===== src/inc/upio_pkg.sv =====
// Package: register map, reset values and field positions of the user ports
// Operation
// - 32 user pins; direction bit 1 is input, 0 drives latch bit.
// - Ports one and two on register bus; three and four via external moves.
// - Register-bus data read returns pins, or latch for read-modify-write.
// - External-space data read returns pin levels; third port reads forced ones until its direction is written.
// - First port data at 90h reset 00h; direction at 91h reset FFh.
// - Second port data at D8h reset 00h; direction at D9h reset FFh.
// - Third port data at 0000h reset 00h; direction 0001h reset FFh.
// - After reset ports one, two undriven; inputs forced to one.
// - Forced state holds until the port's direction register is written.
// - First port bits 0..3 feed timer count and trigger inputs.
// - With bank select, third port pin 7 carries address bit 16.
// - Unused chip-select pins of port four follow its data and direction latches, with no forced state.
// - Fifth port gives two input-only pins, usable as plain inputs.
// - Third port shares the forced reset state until direction written.
// - With bank select, third port pin 7 is an output once the direction register is written.
package upio_pkg;
    // ------------------------------------------------------------------
    // Register addresses
    // ------------------------------------------------------------------
    localparam logic [7:0] UPIO_P1_DATA_ADR = 8'h90;
    localparam logic [7:0] UPIO_P1_DIR_ADR = 8'h91;
    localparam logic [7:0] UPIO_P2_DATA_ADR = 8'hd8;
    localparam logic [7:0] UPIO_P2_DIR_ADR = 8'hd9;
    localparam logic [15:0] UPIO_P3_DATA_ADR = 16'h0000;
    localparam logic [15:0] UPIO_P3_DIR_ADR = 16'h0001;
    localparam logic [15:0] UPIO_P4_DATA_ADR = 16'h0003;
    localparam logic [15:0] UPIO_P4_DIR_ADR = 16'h0004;
    localparam logic [15:0] UPIO_P4_CSEN_ADR = 16'h0005;
    localparam logic [15:0] UPIO_P5_ADR = 16'h0006;
    // ------------------------------------------------------------------
    // Reset values and field positions
    // ------------------------------------------------------------------
    localparam logic [7:0] UPIO_DATA_RST = 8'h00;
    localparam logic [7:0] UPIO_DIR_RST = 8'hff;
    localparam logic [7:0] UPIO_CSEN_RST = 8'hff;
    localparam logic [7:0] UPIO_FORCED_IN = 8'hff;
    localparam int UPIO_BANK_BIT = 7;
    localparam int UPIO_P5_EN_BIT = 7;
endpackage : upio_pkg


===== src/logic/upio_ports.sv =====
// User programmable I/O ports one to five
`timescale 1ns/100ps
module upio_ports (
    input wire logic ref_clk,
    input wire logic reset_n,
    // Special function register bus
    input wire logic [7:0] sfr_addr,
    input wire logic sfr_wr,
    input wire logic sfr_rd,
    input wire logic sfr_rmw,
    input wire logic [7:0] sfr_wdata,
    output logic [7:0] sfr_rdata,
    // External data space (external data move instruction)
    input wire logic [15:0] xd_addr,
    input wire logic xd_wr,
    input wire logic xd_rd,
    input wire logic [7:0] xd_wdata,
    output logic [7:0] xd_rdata,
    // Bank select takeover of third port pin 7
    input wire logic bank_sel_en,
    input wire logic bank_addr_bit,
    // Chip select drive for fourth port
    input wire logic [7:0] chip_sel_n,
    // Pins
    input wire logic [7:0] first_user_port_i,
    output logic [7:0] first_user_port_o,
    output logic [7:0] first_user_port_oe_n,
    input wire logic [7:0] second_user_port_i,
    output logic [7:0] second_user_port_o,
    output logic [7:0] second_user_port_oe_n,
    input wire logic [7:0] third_user_port_i,
    output logic [7:0] third_user_port_o,
    output logic [7:0] third_user_port_oe_n,
    input wire logic [7:0] chip_select_capable_port_i,
    output logic [7:0] chip_select_capable_port_o,
    output logic [7:0] chip_select_capable_port_oe_n,
    input wire logic [1:0] wakeup_input_port_i,
    // Timer inputs
    output logic timer0_count_input,
    output logic timer1_count_input,
    output logic timer2_external_trigger,
    output logic timer2_count_input
);
    import upio_pkg::*;

    logic [7:0] p1_data_q, p1_dir_q, p2_data_q, p2_dir_q;
    logic [7:0] p3_data_q, p3_dir_q, p4_data_q, p4_dir_q, p4_csen_q;
    logic p5_en_q;
    logic p1_free_q, p2_free_q, p3_free_q;
    logic [7:0] p1_in, p2_in, p3_in, p4_in;
    logic [1:0] p5_in;
    logic [7:0] p3_oe_n_d, p3_o_d, p4_oe_n_d, p4_o_d;
    logic [7:0] sfr_rdata_d, xd_rdata_d;
    logic w_p1_data, w_p1_dir, w_p2_data, w_p2_dir;
    logic w_p3_data, w_p3_dir, w_p4_data, w_p4_dir, w_p4_csen, w_p5;

    // Merge pin level with forced-one input state
    function automatic logic [7:0] upio_in(input logic free,
                                           input logic [7:0] pins);
        upio_in = free ? pins : UPIO_FORCED_IN;
    endfunction

    // ------------------------------------------------------------------
    // Address decode
    // ------------------------------------------------------------------
    // bus placement
    assign w_p1_data = sfr_wr && (sfr_addr == UPIO_P1_DATA_ADR);
    assign w_p1_dir = sfr_wr && (sfr_addr == UPIO_P1_DIR_ADR);
    assign w_p2_data = sfr_wr && (sfr_addr == UPIO_P2_DATA_ADR);
    assign w_p2_dir = sfr_wr && (sfr_addr == UPIO_P2_DIR_ADR);
    assign w_p3_data = xd_wr && (xd_addr == UPIO_P3_DATA_ADR);
    assign w_p3_dir = xd_wr && (xd_addr == UPIO_P3_DIR_ADR);
    assign w_p4_data = xd_wr && (xd_addr == UPIO_P4_DATA_ADR);
    assign w_p4_dir = xd_wr && (xd_addr == UPIO_P4_DIR_ADR);
    assign w_p4_csen = xd_wr && (xd_addr == UPIO_P4_CSEN_ADR);
    assign w_p5 = xd_wr && (xd_addr == UPIO_P5_ADR);

    // ------------------------------------------------------------------
    // Internal input values
    // ------------------------------------------------------------------
    // forced ones on ports one to three; fifth port reads zero until enabled
    assign p1_in = upio_in(p1_free_q, first_user_port_i);
    assign p2_in = upio_in(p2_free_q, second_user_port_i);
    assign p3_in = upio_in(p3_free_q, third_user_port_i);
    assign p4_in = chip_select_capable_port_i;
    assign p5_in = p5_en_q ? wakeup_input_port_i : 2'b00;

    // ------------------------------------------------------------------
    // Read data selection
    // ------------------------------------------------------------------
    // pins or latch
    always_comb begin
        sfr_rdata_d = 8'h00;
        unique case (sfr_addr)
            UPIO_P1_DATA_ADR: sfr_rdata_d = sfr_rmw ? p1_data_q : p1_in;
            UPIO_P1_DIR_ADR: sfr_rdata_d = p1_dir_q;
            UPIO_P2_DATA_ADR: sfr_rdata_d = sfr_rmw ? p2_data_q : p2_in;
            UPIO_P2_DIR_ADR: sfr_rdata_d = p2_dir_q;
            default: sfr_rdata_d = 8'h00;
        endcase
    end

    always_comb begin
        xd_rdata_d = 8'h00;
        unique case (xd_addr)
            UPIO_P3_DATA_ADR: xd_rdata_d = p3_in;
            UPIO_P3_DIR_ADR: xd_rdata_d = p3_dir_q;
            UPIO_P4_DATA_ADR: xd_rdata_d = p4_in;
            UPIO_P4_DIR_ADR: xd_rdata_d = p4_dir_q;
            UPIO_P4_CSEN_ADR: xd_rdata_d = p4_csen_q;
            UPIO_P5_ADR: xd_rdata_d = {p5_en_q, p5_in[0], p5_in[1], 5'h00};
            default: xd_rdata_d = 8'h00;
        endcase
    end

    // ------------------------------------------------------------------
    // Third and fourth port pin drive
    // ------------------------------------------------------------------
    // bank bit replaces latch bit 7
    assign p3_o_d = bank_sel_en ? {bank_addr_bit, p3_data_q[6:0]} : p3_data_q;
    assign p3_oe_n_d = !p3_free_q ? 8'hff :
        (bank_sel_en ? {1'b0, p3_dir_q[6:0]} : p3_dir_q);
    // general purpose where chip select off
    assign p4_o_d = (p4_csen_q & chip_sel_n) | (~p4_csen_q & p4_data_q);
    assign p4_oe_n_d = ~p4_csen_q & p4_dir_q;

    // ------------------------------------------------------------------
    // Registers
    // ------------------------------------------------------------------
    // first port registers; latch stores regardless of direction
    always_ff @(posedge ref_clk or negedge reset_n) begin
        if (!reset_n) begin
            p1_data_q <= UPIO_DATA_RST;
            p1_dir_q <= UPIO_DIR_RST;
        end else begin
            if (w_p1_data) p1_data_q <= sfr_wdata;
            if (w_p1_dir) p1_dir_q <= sfr_wdata;
        end
    end

    always_ff @(posedge ref_clk or negedge reset_n) begin
        if (!reset_n) begin
            p2_data_q <= UPIO_DATA_RST;
            p2_dir_q <= UPIO_DIR_RST;
        end else begin
            if (w_p2_data) p2_data_q <= sfr_wdata;
            if (w_p2_dir) p2_dir_q <= sfr_wdata;
        end
    end

    always_ff @(posedge ref_clk or negedge reset_n) begin
        if (!reset_n) begin
            p3_data_q <= UPIO_DATA_RST;
            p3_dir_q <= UPIO_DIR_RST;
        end else begin
            if (w_p3_data) p3_data_q <= xd_wdata;
            if (w_p3_dir) p3_dir_q <= xd_wdata;
        end
    end

    // Fourth and fifth port registers
    always_ff @(posedge ref_clk or negedge reset_n) begin
        if (!reset_n) begin
            p4_data_q <= UPIO_DATA_RST;
            p4_dir_q <= UPIO_DIR_RST;
            p4_csen_q <= UPIO_CSEN_RST;
            p5_en_q <= 1'b0;
        end else begin
            if (w_p4_data) p4_data_q <= xd_wdata;
            if (w_p4_dir) p4_dir_q <= xd_wdata;
            if (w_p4_csen) p4_csen_q <= xd_wdata;
            if (w_p5) p5_en_q <= xd_wdata[UPIO_P5_EN_BIT];
        end
    end

    always_ff @(posedge ref_clk or negedge reset_n) begin
        if (!reset_n) begin
            p1_free_q <= 1'b0;
            p2_free_q <= 1'b0;
            p3_free_q <= 1'b0;
        end else begin
            if (w_p1_dir) p1_free_q <= 1'b1;
            if (w_p2_dir) p2_free_q <= 1'b1;
            if (w_p3_dir) p3_free_q <= 1'b1;
        end
    end

    // ------------------------------------------------------------------
    // Registered outputs
    // ------------------------------------------------------------------
    // direction and data drive pins
    always_ff @(posedge ref_clk or negedge reset_n) begin
        if (!reset_n) begin
            first_user_port_o <= 8'h00;
            first_user_port_oe_n <= 8'hff;
            second_user_port_o <= 8'h00;
            second_user_port_oe_n <= 8'hff;
            third_user_port_o <= 8'h00;
            third_user_port_oe_n <= 8'hff;
            chip_select_capable_port_o <= 8'hff;
            chip_select_capable_port_oe_n <= 8'h00;
        end else begin
            first_user_port_o <= p1_data_q;
            first_user_port_oe_n <= p1_free_q ? p1_dir_q : 8'hff;
            second_user_port_o <= p2_data_q;
            second_user_port_oe_n <= p2_free_q ? p2_dir_q : 8'hff;
            third_user_port_o <= p3_o_d;
            third_user_port_oe_n <= p3_oe_n_d;
            chip_select_capable_port_o <= p4_o_d;
            chip_select_capable_port_oe_n <= p4_oe_n_d;
        end
    end

    // timer inputs; software keeps these pins as inputs
    always_ff @(posedge ref_clk or negedge reset_n) begin
        if (!reset_n) begin
            timer0_count_input <= 1'b1;
            timer1_count_input <= 1'b1;
            timer2_external_trigger <= 1'b1;
            timer2_count_input <= 1'b1;
            sfr_rdata <= 8'h00;
            xd_rdata <= 8'h00;
        end else begin
            timer0_count_input <= p1_in[0];
            timer1_count_input <= p1_in[1];
            timer2_external_trigger <= p1_in[2];
            timer2_count_input <= p1_in[3];
            if (sfr_rd) sfr_rdata <= sfr_rdata_d;
            if (xd_rd) xd_rdata <= xd_rdata_d;
        end
    end

    // ------------------------------------------------------------------
    // Assertions
    // ------------------------------------------------------------------
    AST_P1_FORCED_OFF: assert property (
        @(posedge ref_clk) disable iff (!reset_n)
        !p1_free_q |=> first_user_port_oe_n == 8'hff)
        else $error("first port drove before direction write");
    AST_P1_RELEASE: assert property (
        @(posedge ref_clk) disable iff (!reset_n)
        w_p1_dir |=> p1_free_q ##1 first_user_port_oe_n == $past(p1_dir_q))
        else $error("first port not released by direction write");
    AST_P1_DRIVE: assert property (
        @(posedge ref_clk) disable iff (!reset_n)
        p1_free_q |=> first_user_port_oe_n == $past(p1_dir_q)
            && first_user_port_o == $past(p1_data_q))
        else $error("first port drive mismatch");
    AST_SFR_RMW: assert property (
        @(posedge ref_clk) disable iff (!reset_n)
        sfr_rd && sfr_rmw && sfr_addr == UPIO_P2_DATA_ADR
            |=> sfr_rdata == $past(p2_data_q))
        else $error("read-modify-write read not latch");
    AST_XD_PINS: assert property (
        @(posedge ref_clk) disable iff (!reset_n)
        xd_rd && xd_addr == UPIO_P3_DATA_ADR && p3_free_q
            |=> xd_rdata == $past(third_user_port_i))
        else $error("external read not pins");
    AST_P3_FORCED: assert property (
        @(posedge ref_clk) disable iff (!reset_n)
        xd_rd && xd_addr == UPIO_P3_DATA_ADR && !p3_free_q
            |=> xd_rdata == UPIO_FORCED_IN)
        else $error("third port input not forced");
    AST_BANK_PIN: assert property (
        @(posedge ref_clk) disable iff (!reset_n)
        bank_sel_en && p3_free_q |=> !third_user_port_oe_n[UPIO_BANK_BIT]
            && third_user_port_o[UPIO_BANK_BIT] == $past(bank_addr_bit))
        else $error("bank pin not driven with address bit");
    AST_TIMER0: assert property (
        @(posedge ref_clk) disable iff (!reset_n)
        1'b1 |=> timer0_count_input == $past(p1_in[0]))
        else $error("timer input not from first port bit 0");
    AST_P2_FORCED_OFF: assert property (
        @(posedge ref_clk) disable iff (!reset_n)
        !p2_free_q |=> second_user_port_oe_n == 8'hff)
        else $error("second port drove before direction write");
    AST_P2_DRIVE: assert property (
        @(posedge ref_clk) disable iff (!reset_n)
        p2_free_q |=> second_user_port_oe_n == $past(p2_dir_q)
            && second_user_port_o == $past(p2_data_q))
        else $error("second port drive mismatch");
    AST_P3_FORCED_OFF: assert property (
        @(posedge ref_clk) disable iff (!reset_n)
        !p3_free_q |=> third_user_port_oe_n == 8'hff)
        else $error("third port drove before direction write");
    AST_P3_DRIVE: assert property (
        @(posedge ref_clk) disable iff (!reset_n)
        p3_free_q && !bank_sel_en
            |=> third_user_port_oe_n == $past(p3_dir_q)
            && third_user_port_o == $past(p3_data_q))
        else $error("third port drive mismatch");
    AST_P3_LOW_BITS: assert property (
        @(posedge ref_clk) disable iff (!reset_n)
        bank_sel_en && p3_free_q
            |=> third_user_port_o[6:0] == $past(p3_data_q[6:0])
            && third_user_port_oe_n[6:0] == $past(p3_dir_q[6:0]))
        else $error("bank select disturbed third port low bits");
    AST_SFR_PINS: assert property (
        @(posedge ref_clk) disable iff (!reset_n)
        sfr_rd && !sfr_rmw && sfr_addr == UPIO_P1_DATA_ADR && p1_free_q
            |=> sfr_rdata == $past(first_user_port_i))
        else $error("register bus read not pins");
    AST_LATCH_STORE: assert property (
        @(posedge ref_clk) disable iff (!reset_n)
        w_p1_data |=> p1_data_q == $past(sfr_wdata))
        else $error("first port latch write lost");
    AST_P1_DIR_STORE: assert property (
        @(posedge ref_clk) disable iff (!reset_n)
        w_p1_dir |=> p1_dir_q == $past(sfr_wdata))
        else $error("first port direction write lost");
    AST_TIMER_REST: assert property (
        @(posedge ref_clk) disable iff (!reset_n)
        1'b1 |=> {timer2_count_input, timer2_external_trigger,
            timer1_count_input} == $past(p1_in[3:1]))
        else $error("timer inputs not from first port bits 1 to 3");
    // general purpose pins of fourth port
    AST_P4_GPIO: assert property (
        @(posedge ref_clk) disable iff (!reset_n)
        1'b1 |=> ((chip_select_capable_port_oe_n ^ $past(p4_dir_q))
            & ~$past(p4_csen_q)) == 8'h00
            && ((chip_select_capable_port_o ^ $past(p4_data_q))
            & ~$past(p4_csen_q)) == 8'h00)
        else $error("fourth port pin not following its registers");
    AST_SFR_UNMAPPED: assert property (
        @(posedge ref_clk) disable iff (!reset_n)
        sfr_rd && sfr_addr != UPIO_P1_DATA_ADR
            && sfr_addr != UPIO_P1_DIR_ADR
            && sfr_addr != UPIO_P2_DATA_ADR
            && sfr_addr != UPIO_P2_DIR_ADR
            |=> sfr_rdata == 8'h00)
        else $error("unmapped register read not zero");
    AST_P5_MASK: assert property (
        @(posedge ref_clk) disable iff (!reset_n)
        xd_rd && xd_addr == UPIO_P5_ADR && !p5_en_q
            |=> xd_rdata[6:5] == 2'b00)
        else $error("disabled fifth port pins visible");
endmodule // upio_ports


===== config.mk =====
export PLATFORM = sky130hd
export DESIGN_NAME = upio_ports
export DESIGN_NICKNAME = d
export VERILOG_FILES = /design/src/inc/upio_pkg.sv /design/src/logic/upio_ports.sv
export SDC_FILE = /design/constraint.sdc
export NUM_CORES = 1
export LEC_CHECK = 0
export BUFFER_PORTS_ARGS = -buffer_cell sky130_fd_sc_hd__buf_2
export CAP_MARGIN = 20
export CORE_ASPECT_RATIO = 1.4
export CORE_MARGIN = 4
export CORE_UTILIZATION = 55
export DETAILED_ROUTE_END_ITERATION = 8
export PLACE_DENSITY = 0.84
export SYNTH_ARGS = -nofsm -noshare
export SYNTH_HDL_FRONTEND = slang
export SYNTH_SLANG_ARGS = --single-unit

===== constraint.sdc =====
create_clock -name ref_clk -period 4.04 [get_ports ref_clk]
set_clock_uncertainty 0.1 [all_clocks]
set_input_delay 0.808 -clock ref_clk [delete_from_list [all_inputs] [get_ports ref_clk]]
set_output_delay 0.808 -clock ref_clk [all_outputs]
set_load 0.005 [all_outputs]

# == Word-level counts from Yosys, hierarchy flattened ==
# Cells that the tools add are included.
# word_totals
elab_cells,65
in_bits,91
regBits,160
out_inout_bits,84
# op_classes
muxes,13
bitwise_logic,5
reduce_logical,11
eq_ne,9
# ops
op,n
8-bit two-way mux,10
"16-bit by 3-bit equality test with 1-bit output, second input constant",3
8-bit one-hot mux with 6 select lines,1
"8-bit equality test, second input constant",4
8-bit one-hot mux with 4 select lines,1
8-bit bitwise AND,3
"16-bit by 1-bit equality test with 1-bit output, second input constant",1
"16-bit by 2-bit equality test with 1-bit output, second input constant",1
16-bit zero test,1
1-bit logical AND,10
8-bit NOT,1
8-bit OR,1
2-bit two-way mux,1

# == Longest topological paths before layout ==
# Gate-level depths: netlist of the first run.
# depth
ltp_word,3
mapped_depth,7
mapped_depth_nobuf,5

# == Worst setup path before layout of the first run ==
# No wires, ideal clock.
# synth_path
path_type,input -> register
start,input xd_addr[9]
end,register p3_data_q[0]
setup_ns,0.125
required_time_ns,3.815
stages,4
arrival_time_ns,2.324
path_slack_ns,1.491
path_buffers,0
path_cell_list,nor4_1 nand4_2 nor4b_4 mux2_2
# synth_between
elab_chain_len,2
# synth_lines
element,line_no,source
start: declaration,upio_ports.sv:14,"input wire logic [15:0] xd_addr,"
16-bit zero test,upio_ports.sv:71,assign w_p3_data = xd_wr && (xd_addr == UPIO_P3_DATA_ADR);
1-bit logical AND,upio_ports.sv:71,
end signal: assignment,upio_ports.sv:156,if (w_p3_data) p3_data_q <= xd_wdata;
end: declaration,upio_ports.sv:47,"logic [7:0] p3_data_q, p3_dir_q, p4_data_q, p4_dir_q, p4_csen_q;"
# No other way between the ends.
# A chain may end at the register's enable or synchronous reset.

# == Final worst setup path of the first run ==
# layout_path
start,input xd_addr[9]
end,register p3_data_q[6]
# Same word-level chain as after synthesis.

==> impl_metrics.py, run 1 <==
metrics = {
    "outcome": {
        "status": "complete, no violations",
    },
    "drt": {
        "routed_wl_mm": 15.7,
        "routed-via-count": 4564,
        "first_iter_violations": 144,
        "avgViaCountPerCell": 5.66,
        "firstDrtPassIters": 4,
        "ant_nets": 0,
        "wl_per_cell_um": 19.5,
        "drc": 0,
    },
    "synth": {
        "synth_cells": 478,
        "synth_commonest_cells": "88 x mux2_2, 84 x dfrtp_1, 76 x dfstp_2",
        "synth_top_flop_cell": "dfrtp_1",
        "synth-edff-count": 0,
        "yosys.cell_types.count": 44,
        "ys_warn_count": 0,
        "synthMostInstantiatedCell": "mux2_2",
        "synth_top_area_share_pct": 32.4,
        "yosysTopAreaCell": "dfrtp_1",
        "syn_area_mm2": 0.00649,
        "synth.net_count": 569,
        "synth-async-reset-ratio_pct": 100,
        "yosysSeqAreaShare_pct": 63.2,
        "synthTopCellsByArea": "dfrtp_1 32%, dfstp_2 31%, mux2_2 15%, nand2b_1 3.0%, o22ai_1 2.6%",
        "syn_area_per_cell_um2": 13.6,
        "synth.ff_latch_count": 160,
    },
    "place": {
        "dp.final_hpwl_mm": 11.4,
        "dp.cells": 775,
        "pre_cts_slack_ns": 1.03,
        "placed_cell_area_mm2": 0.00748,
        "numPortBuffers": 174,
        "place_congestion": 0.926,
    },
    "timing": {
        "tightest_slew_ns": 0.897,
        "finalCritPeriodShare_pct": 64.1,
        "relSlewSlack_pct": 40.2,
        "min_period_ns": 2.59,
        "drv_slew": 0,
        "finalSetupViolations": 0,
        "hold_viol_final": 0,
        "tns_ns": 0,
        "fmax_mhz": 386,
        "holdWs_ns": 0.271,
        "rsz0062_at_grt": "false",
        "worst_slack_ns": 1.45,
    },
    "cts": {
        "cts_buffer_depth": 2,
        "cts_tree": "built",
        "ctsHtreeMaxLevel": 4,
        "cts.sinks": 160,
        "cts_resized": 0,
        "clk_latency_ns": 0.41,
        "path_clk_slew_ns": 0.06,
        "cts_made_buffers": 17,
        "holdBufCountCts": 0,
        "postCtsSetupBuffers": 0,
        "clock-root-buffer": "clkbuf_16",
    },
    "final_layout": {
        "finalNetCount": 741,
        "synthToLayoutAreaGrowth_pct": 23.7,
        "diodes": 0,
        "final_cells": 807,
        "drive_gt1_share_pct": 58.2,
        "stdcell_area_mm2": 0.00803,
    },
    "setup_path": {
        "crit_required_ns": 4.23,
        "crit_type": "in -> reg",
        "critPathMaxFanout": 10,
        "cp-end-kind": "register",
        "critPathArrivalTime_ns": 2.78,
        "startpoint_type": "input pin",
    },
    "pwr": {
        "p_per_area_mw_per_mm2": 421,
        "irDropWorstVdd_uv": 309,
        "leakage_nw": 3.84,
    },
    "floorplan": {
        "rows": 46,
        "die_w_um": 99.8,
        "core_area_mm2": 0.0115,
        "die_y_um": 136,
        "ios": 175,
        "die-area_mm2": 0.0136,
        "initial_core_util_pct": 56.6,
    },
    "hold_path": {
        "hp-class": "reg -> reg",
    },
    "grt": {
        "gr-total-overflow": 0,
        "grt_antenna_before_repair": 0,
        "grt_max_degree": 100,
        "grt_pass1_wl_mm": 25.0,
        "grt_pass1_vias": 4824,
        "grt_use_total_pct": 23.8,
    },
    "run": {
        "drv_cap": 0,
    },
}
-- power breakdown --
group	switching [mW]	internal [mW]	leakage, nW
clock	0.648	0.813	0.265
combinational	0.123	0.0966	1.63
sequential	0.0298	1.67	1.94
total	0.801	2.58	3.84
-- critical path, cell delays in order --
cell     delay (ns)
buf_2          0.09
nor4_1         0.41
nand4_2        0.37
nor4b_4        0.69
mux2_2         0.41
-- worst paths after layout --
check                              from                                to  slack [ns]  cells past startpoint
min reg2reg                p3_data_q[0]              third_user_port_o[0]        0.27                      0
max                          xd_addr[9]                      p3_data_q[6]        1.45                      5
max in group asynchronous       reset_n                      p4_csen_q[2]        2.59                      2
min                        p3_data_q[0]              third_user_port_o[0]        0.27                      0
max reg2reg                   p2_free_q                      sfr_rdata[3]        2.19                      5
min in group asynchronous       reset_n  chip_select_capable_port_oe_n[4]        0.38                      1
-- cell type report --
type                       count  area, um^2
inverter                      19        71.3
timing repair buffer         176         905
multi-input combinational    276        2220
clock inverter                13         104
tap                          144         180
sequential                   160        4100
clock buffer                  19         443
fill                         798        3430
-- stage by stage --
| stage | power (mW) | utilization (%) |
|---|---|---|
| 3_5_place_dp | 1.94 | 65.3 |
| 6_report | 3.38 | 70.1 |
| 4_1_cts | 3.41 | 70.1 |
| 2_1_floorplan | 1.80 | - |
| 5_1_grt | 3.51 | 70.1 |
| 3_3_place_gp | 1.93 | 65.3 |
-- kinds of logic after synthesis --
logic type / Yosys count / share of synthesized area, %
flops: 160 / 63.2
simple gates: 102 / 9.74
mux: 93 / 16.1
compound gates: 81 / 8.47
buf+inv: 42 / 2.53
-- layer usage --
| layer | wire length [um] | vias up | GRT usage (%) |
|---|---|---|---|
| met3 | 1320 | 33 | 6.37 |
| li1 | - | 2043 | - |
| met1 | 5680 | 2243 | 27.3 |
| met2 | 8320 | 245 | 41.9 |
| met4 | 402 | 0 | 9.64 |
| met5 | 0 | - | 0 |
-- cell usage in the layout, fill, tap and decap left out, drive strengths merged, types with 2 or more instances in the layout --
master and count:
nand2b 31, nand2 14, buf 176, a211o 5, clkinvlp 2, clkbuf 19, mux2 89, nor2b 9
nor2 15, mux2i 4, dfstp 76, clkinv 6, o22ai 27, o21ai 5, nor4 5, nand3 4
a31oi 2, inv 24, and2 4, and3 7, o32a 2, a22o 8, a221oi 5, dfrtp 84
a21oi 16, or2 4, nor3 4, a22oi 8
(Power assumes the default switching activity.)
==> inputs of run 2 (changes only) <==
--- a/config.mk
+++ b/config.mk
@@ -9,9 +9,9 @@
 export CAP_MARGIN = 20
 export CORE_ASPECT_RATIO = 1.4
 export CORE_MARGIN = 4
-export CORE_UTILIZATION = 55
+export CORE_UTILIZATION = 52
 export DETAILED_ROUTE_END_ITERATION = 8
-export PLACE_DENSITY = 0.84
+export PLACE_DENSITY = 0.8
 export SYNTH_ARGS = -nofsm -noshare
 export SYNTH_HDL_FRONTEND = slang
 export SYNTH_SLANG_ARGS = --single-unit
==> constraint.sdc (replaced) <==
create_clock -name ref_clk -period 2.4 [get_ports ref_clk]
set_clock_uncertainty 0.1 [all_clocks]
set_input_delay 0.48 -clock ref_clk [delete_from_list [all_inputs] [get_ports ref_clk]]
set_output_delay 0.48 -clock ref_clk [all_outputs]
set_load 0.005 [all_outputs]
==> run 2 against run 1 <==
Combinational power is 73% higher. Utilization is 2.3 points lower. Design area is 3.4% higher. Register-to-register slack worse by 1.6 ns. Count of clock-buffer cells in the layout is 1 higher. Worst setup slack worse by 0.99 ns. Hold slack worse by 0.14 ns. Wire length hardly changed.
==> impl_metrics.py, run 2 (same netlist as run 1, synthesis figures left out) <==
metrics = {
    "outcome": {
        "status": "complete, no violations",
    },
    "pwr": {
        "switching_share_pct": 23.1,
        "p_clk_share_pct": 45.4,
        "leakage_nw": 3.97,
        "combPwrFrac_pct": 6.4,
        "p_per_area_mw_per_mm2": 713,
        "p_switching_mw": 1.37,
        "irDropWorstVdd_uv": 480,
        "p_int_mw": 4.55,
        "power_frac_seq_pct": 48.2,
    },
    "floorplan": {
        "die_y_um": 140,
        "ios": 175,
        "die_w_um": 102,
        "initial_core_util_pct": 52.9,
        "rows": 48,
        "core_area_mm2": 0.0123,
        "die-area_mm2": 0.0143,
    },
    "drt": {
        "routed_wl_mm": 15.7,
        "drc": 0,
        "firstDrtPassIters": 5,
        "avgViaCountPerCell": 5.57,
        "ant_nets": 0,
        "wl_per_cell_um": 18.9,
        "first_iter_violations": 144,
        "routed-via-count": 4628,
    },
    "place": {
        "place_congestion": 0.904,
        "dp.final_hpwl_mm": 11.8,
        "placed_cell_area_mm2": 0.00769,
        "numPortBuffers": 174,
    },
    "timing": {
        "relSlewSlack_pct": 61.3,
        "tns_ns": 0,
        "rsz0062_at_grt": "false",
        "finalSetupViolations": 0,
        "fmax_mhz": 514,
        "min_period_ns": 1.94,
        "finalCritPeriodShare_pct": 81.0,
        "hold_viol_final": 0,
        "tightest_slew_ns": 0.580,
        "drv_slew": 0,
    },
    "cts": {
        "clk_latency_ns": 0.42,
        "cts.sinks": 160,
        "path_clk_slew_ns": 0.06,
        "cts_tree": "built",
        "cts_made_buffers": 17,
        "ctsHtreeMaxLevel": 4,
        "clock-root-buffer": "clkbuf_16",
        "cts_buffer_depth": 2,
        "cts_resized": 0,
    },
    "final_layout": {
        "stdcell_area_mm2": 0.00830,
        "finalNetCount": 759,
        "drive_gt1_share_pct": 59.2,
        "final_common_cell": "buf_2",
        "final_cell_mix": "173 x buf_2, 88 x mux2_2, 84 x dfrtp_1, 76 x dfstp_2, 31 x nand2b_1",
        "synthToLayoutAreaGrowth_pct": 28.0,
        "diodes": 0,
    },
    "setup_path": {
        "crit_type": "in -> reg",
        "r2r_cells": 5,
        "r2r_slack_ns": 0.59,
        "startpoint_type": "input pin",
        "path_buf_inv": 2,
        "cp_top_family": "simple AND/OR/NAND/NOR gates",
        "critPathMaxFanout": 8,
        "path_cells": "buf_2 > nor4_1 > and3_2 > nand3_1 > nor2_2 > buf_12 > mux2_2",
        "cp_slowest_stage_delay_ns": 0.43,
        "rr_endpoint": "sfr_rdata[2]",
        "crit_required_ns": 2.64,
        "cp-end-kind": "register",
        "critPathArrivalTime_ns": 2.18,
        "regToRegStartpoint": "p1_free_q",
        "cp_slowest_cell": "nor4_1",
    },
    "hold_path": {
        "holdPathStages": 2,
        "hp-class": "in -> reg",
        "worstHoldStart": "bank_sel_en",
        "min_to": "third_user_port_oe_n[7]",
    },
    "grt": {
        "grt_max_degree": 64,
        "gr-total-overflow": 0,
        "grt_pass1_wl_mm": 25.2,
        "grt_use_total_pct": 22.8,
        "grt_antenna_before_repair": 0,
        "grt_pass1_vias": 5167,
    },
    "run": {
        "drv_cap": 0,
    },
}
-- run 2: routing by layer --
metal  part of all wire (%)  global-route usage (%)  vias to the layer above  wire length (um)
met1                     35                    24.3                     2278              5500
li1                       -                       -                     2082                 -
met5                      0                       0                        -                 0
met4                    3.8                    10.8                        0               602
met2                     53                    39.9                      222              8300
met3                    8.5                    7.22                       46              1340
-- run 2: layout make-up --
type / count / area (um^2)
repair buffers: 194 / 1120
well taps: 150 / 188
inverters: 19 / 71.3
fillers: 896 / 3950
clock buffers: 20 / 479
multi-input cells: 276 / 2220
clock inverters: 12 / 123
flip-flops and latches: 160 / 4100
-- run 2: metrics by stage --
stage                     setup WS, ns  util, %  instances  total power [mW]  hold WS [ns]
final                            0.456     67.7        831              5.92         0.134
after floorplan                  0.179        -        478              3.03        0.0844
after CTS                        0.452     67.7        831              5.98         0.115
after global routing             0.388     67.7        831              6.15         0.118
after global placement           0.163     62.8        798              3.26         0.260
after detailed placement        0.0322     62.8        798              3.28         0.261
-- run 2: worst max path at each step --
stage / from / end / slack [ns] / cells past startpoint
final: xd_addr[13] / p4_dir_q[4] / 0.46 / 7
after global routing: xd_addr[13] / p4_dir_q[7] / 0.39 / 7
after CTS: xd_addr[13] / p4_dir_q[7] / 0.45 / 7
after detailed placement: xd_addr[13] / p4_dir_q[4] / 0.03 / 7
after global placement: xd_addr[13] / p4_csen_q[3] / 0.16 / 6
after floorplan: xd_addr[9] / p3_data_q[0] / 0.18 / 4
-- run 2: timing repair --
| action | CTS | global route |
|---|---|---|
| hold endpoints to repair | 30 | 0 |
| buffers inserted | 0 | 0 |
| hold buffers | 1 | 0 |
| endpoints found under the setup margin | 0 | 0 |
-- run 2: power groups by stage --
stage | combinational (mW) | clock [mW] | sequential, mW
2_1_floorplan | 0.140 | 0 | 2.89
3_3_place_gp | 0.370 | 0 | 2.89
3_5_place_dp | 0.381 | 0 | 2.90
4_1_cts | 0.385 | 2.74 | 2.85
5_1_grt | 0.421 | 2.87 | 2.86
6_report | 0.380 | 2.69 | 2.85
-- run 2: worst reg2reg max path, delay by kind of cell, from the launching register on --
kind            cells  cell delay [ns]
flops               1             0.70
mux                 1             0.27
simple gates        1             0.16
compound gates      3             0.45
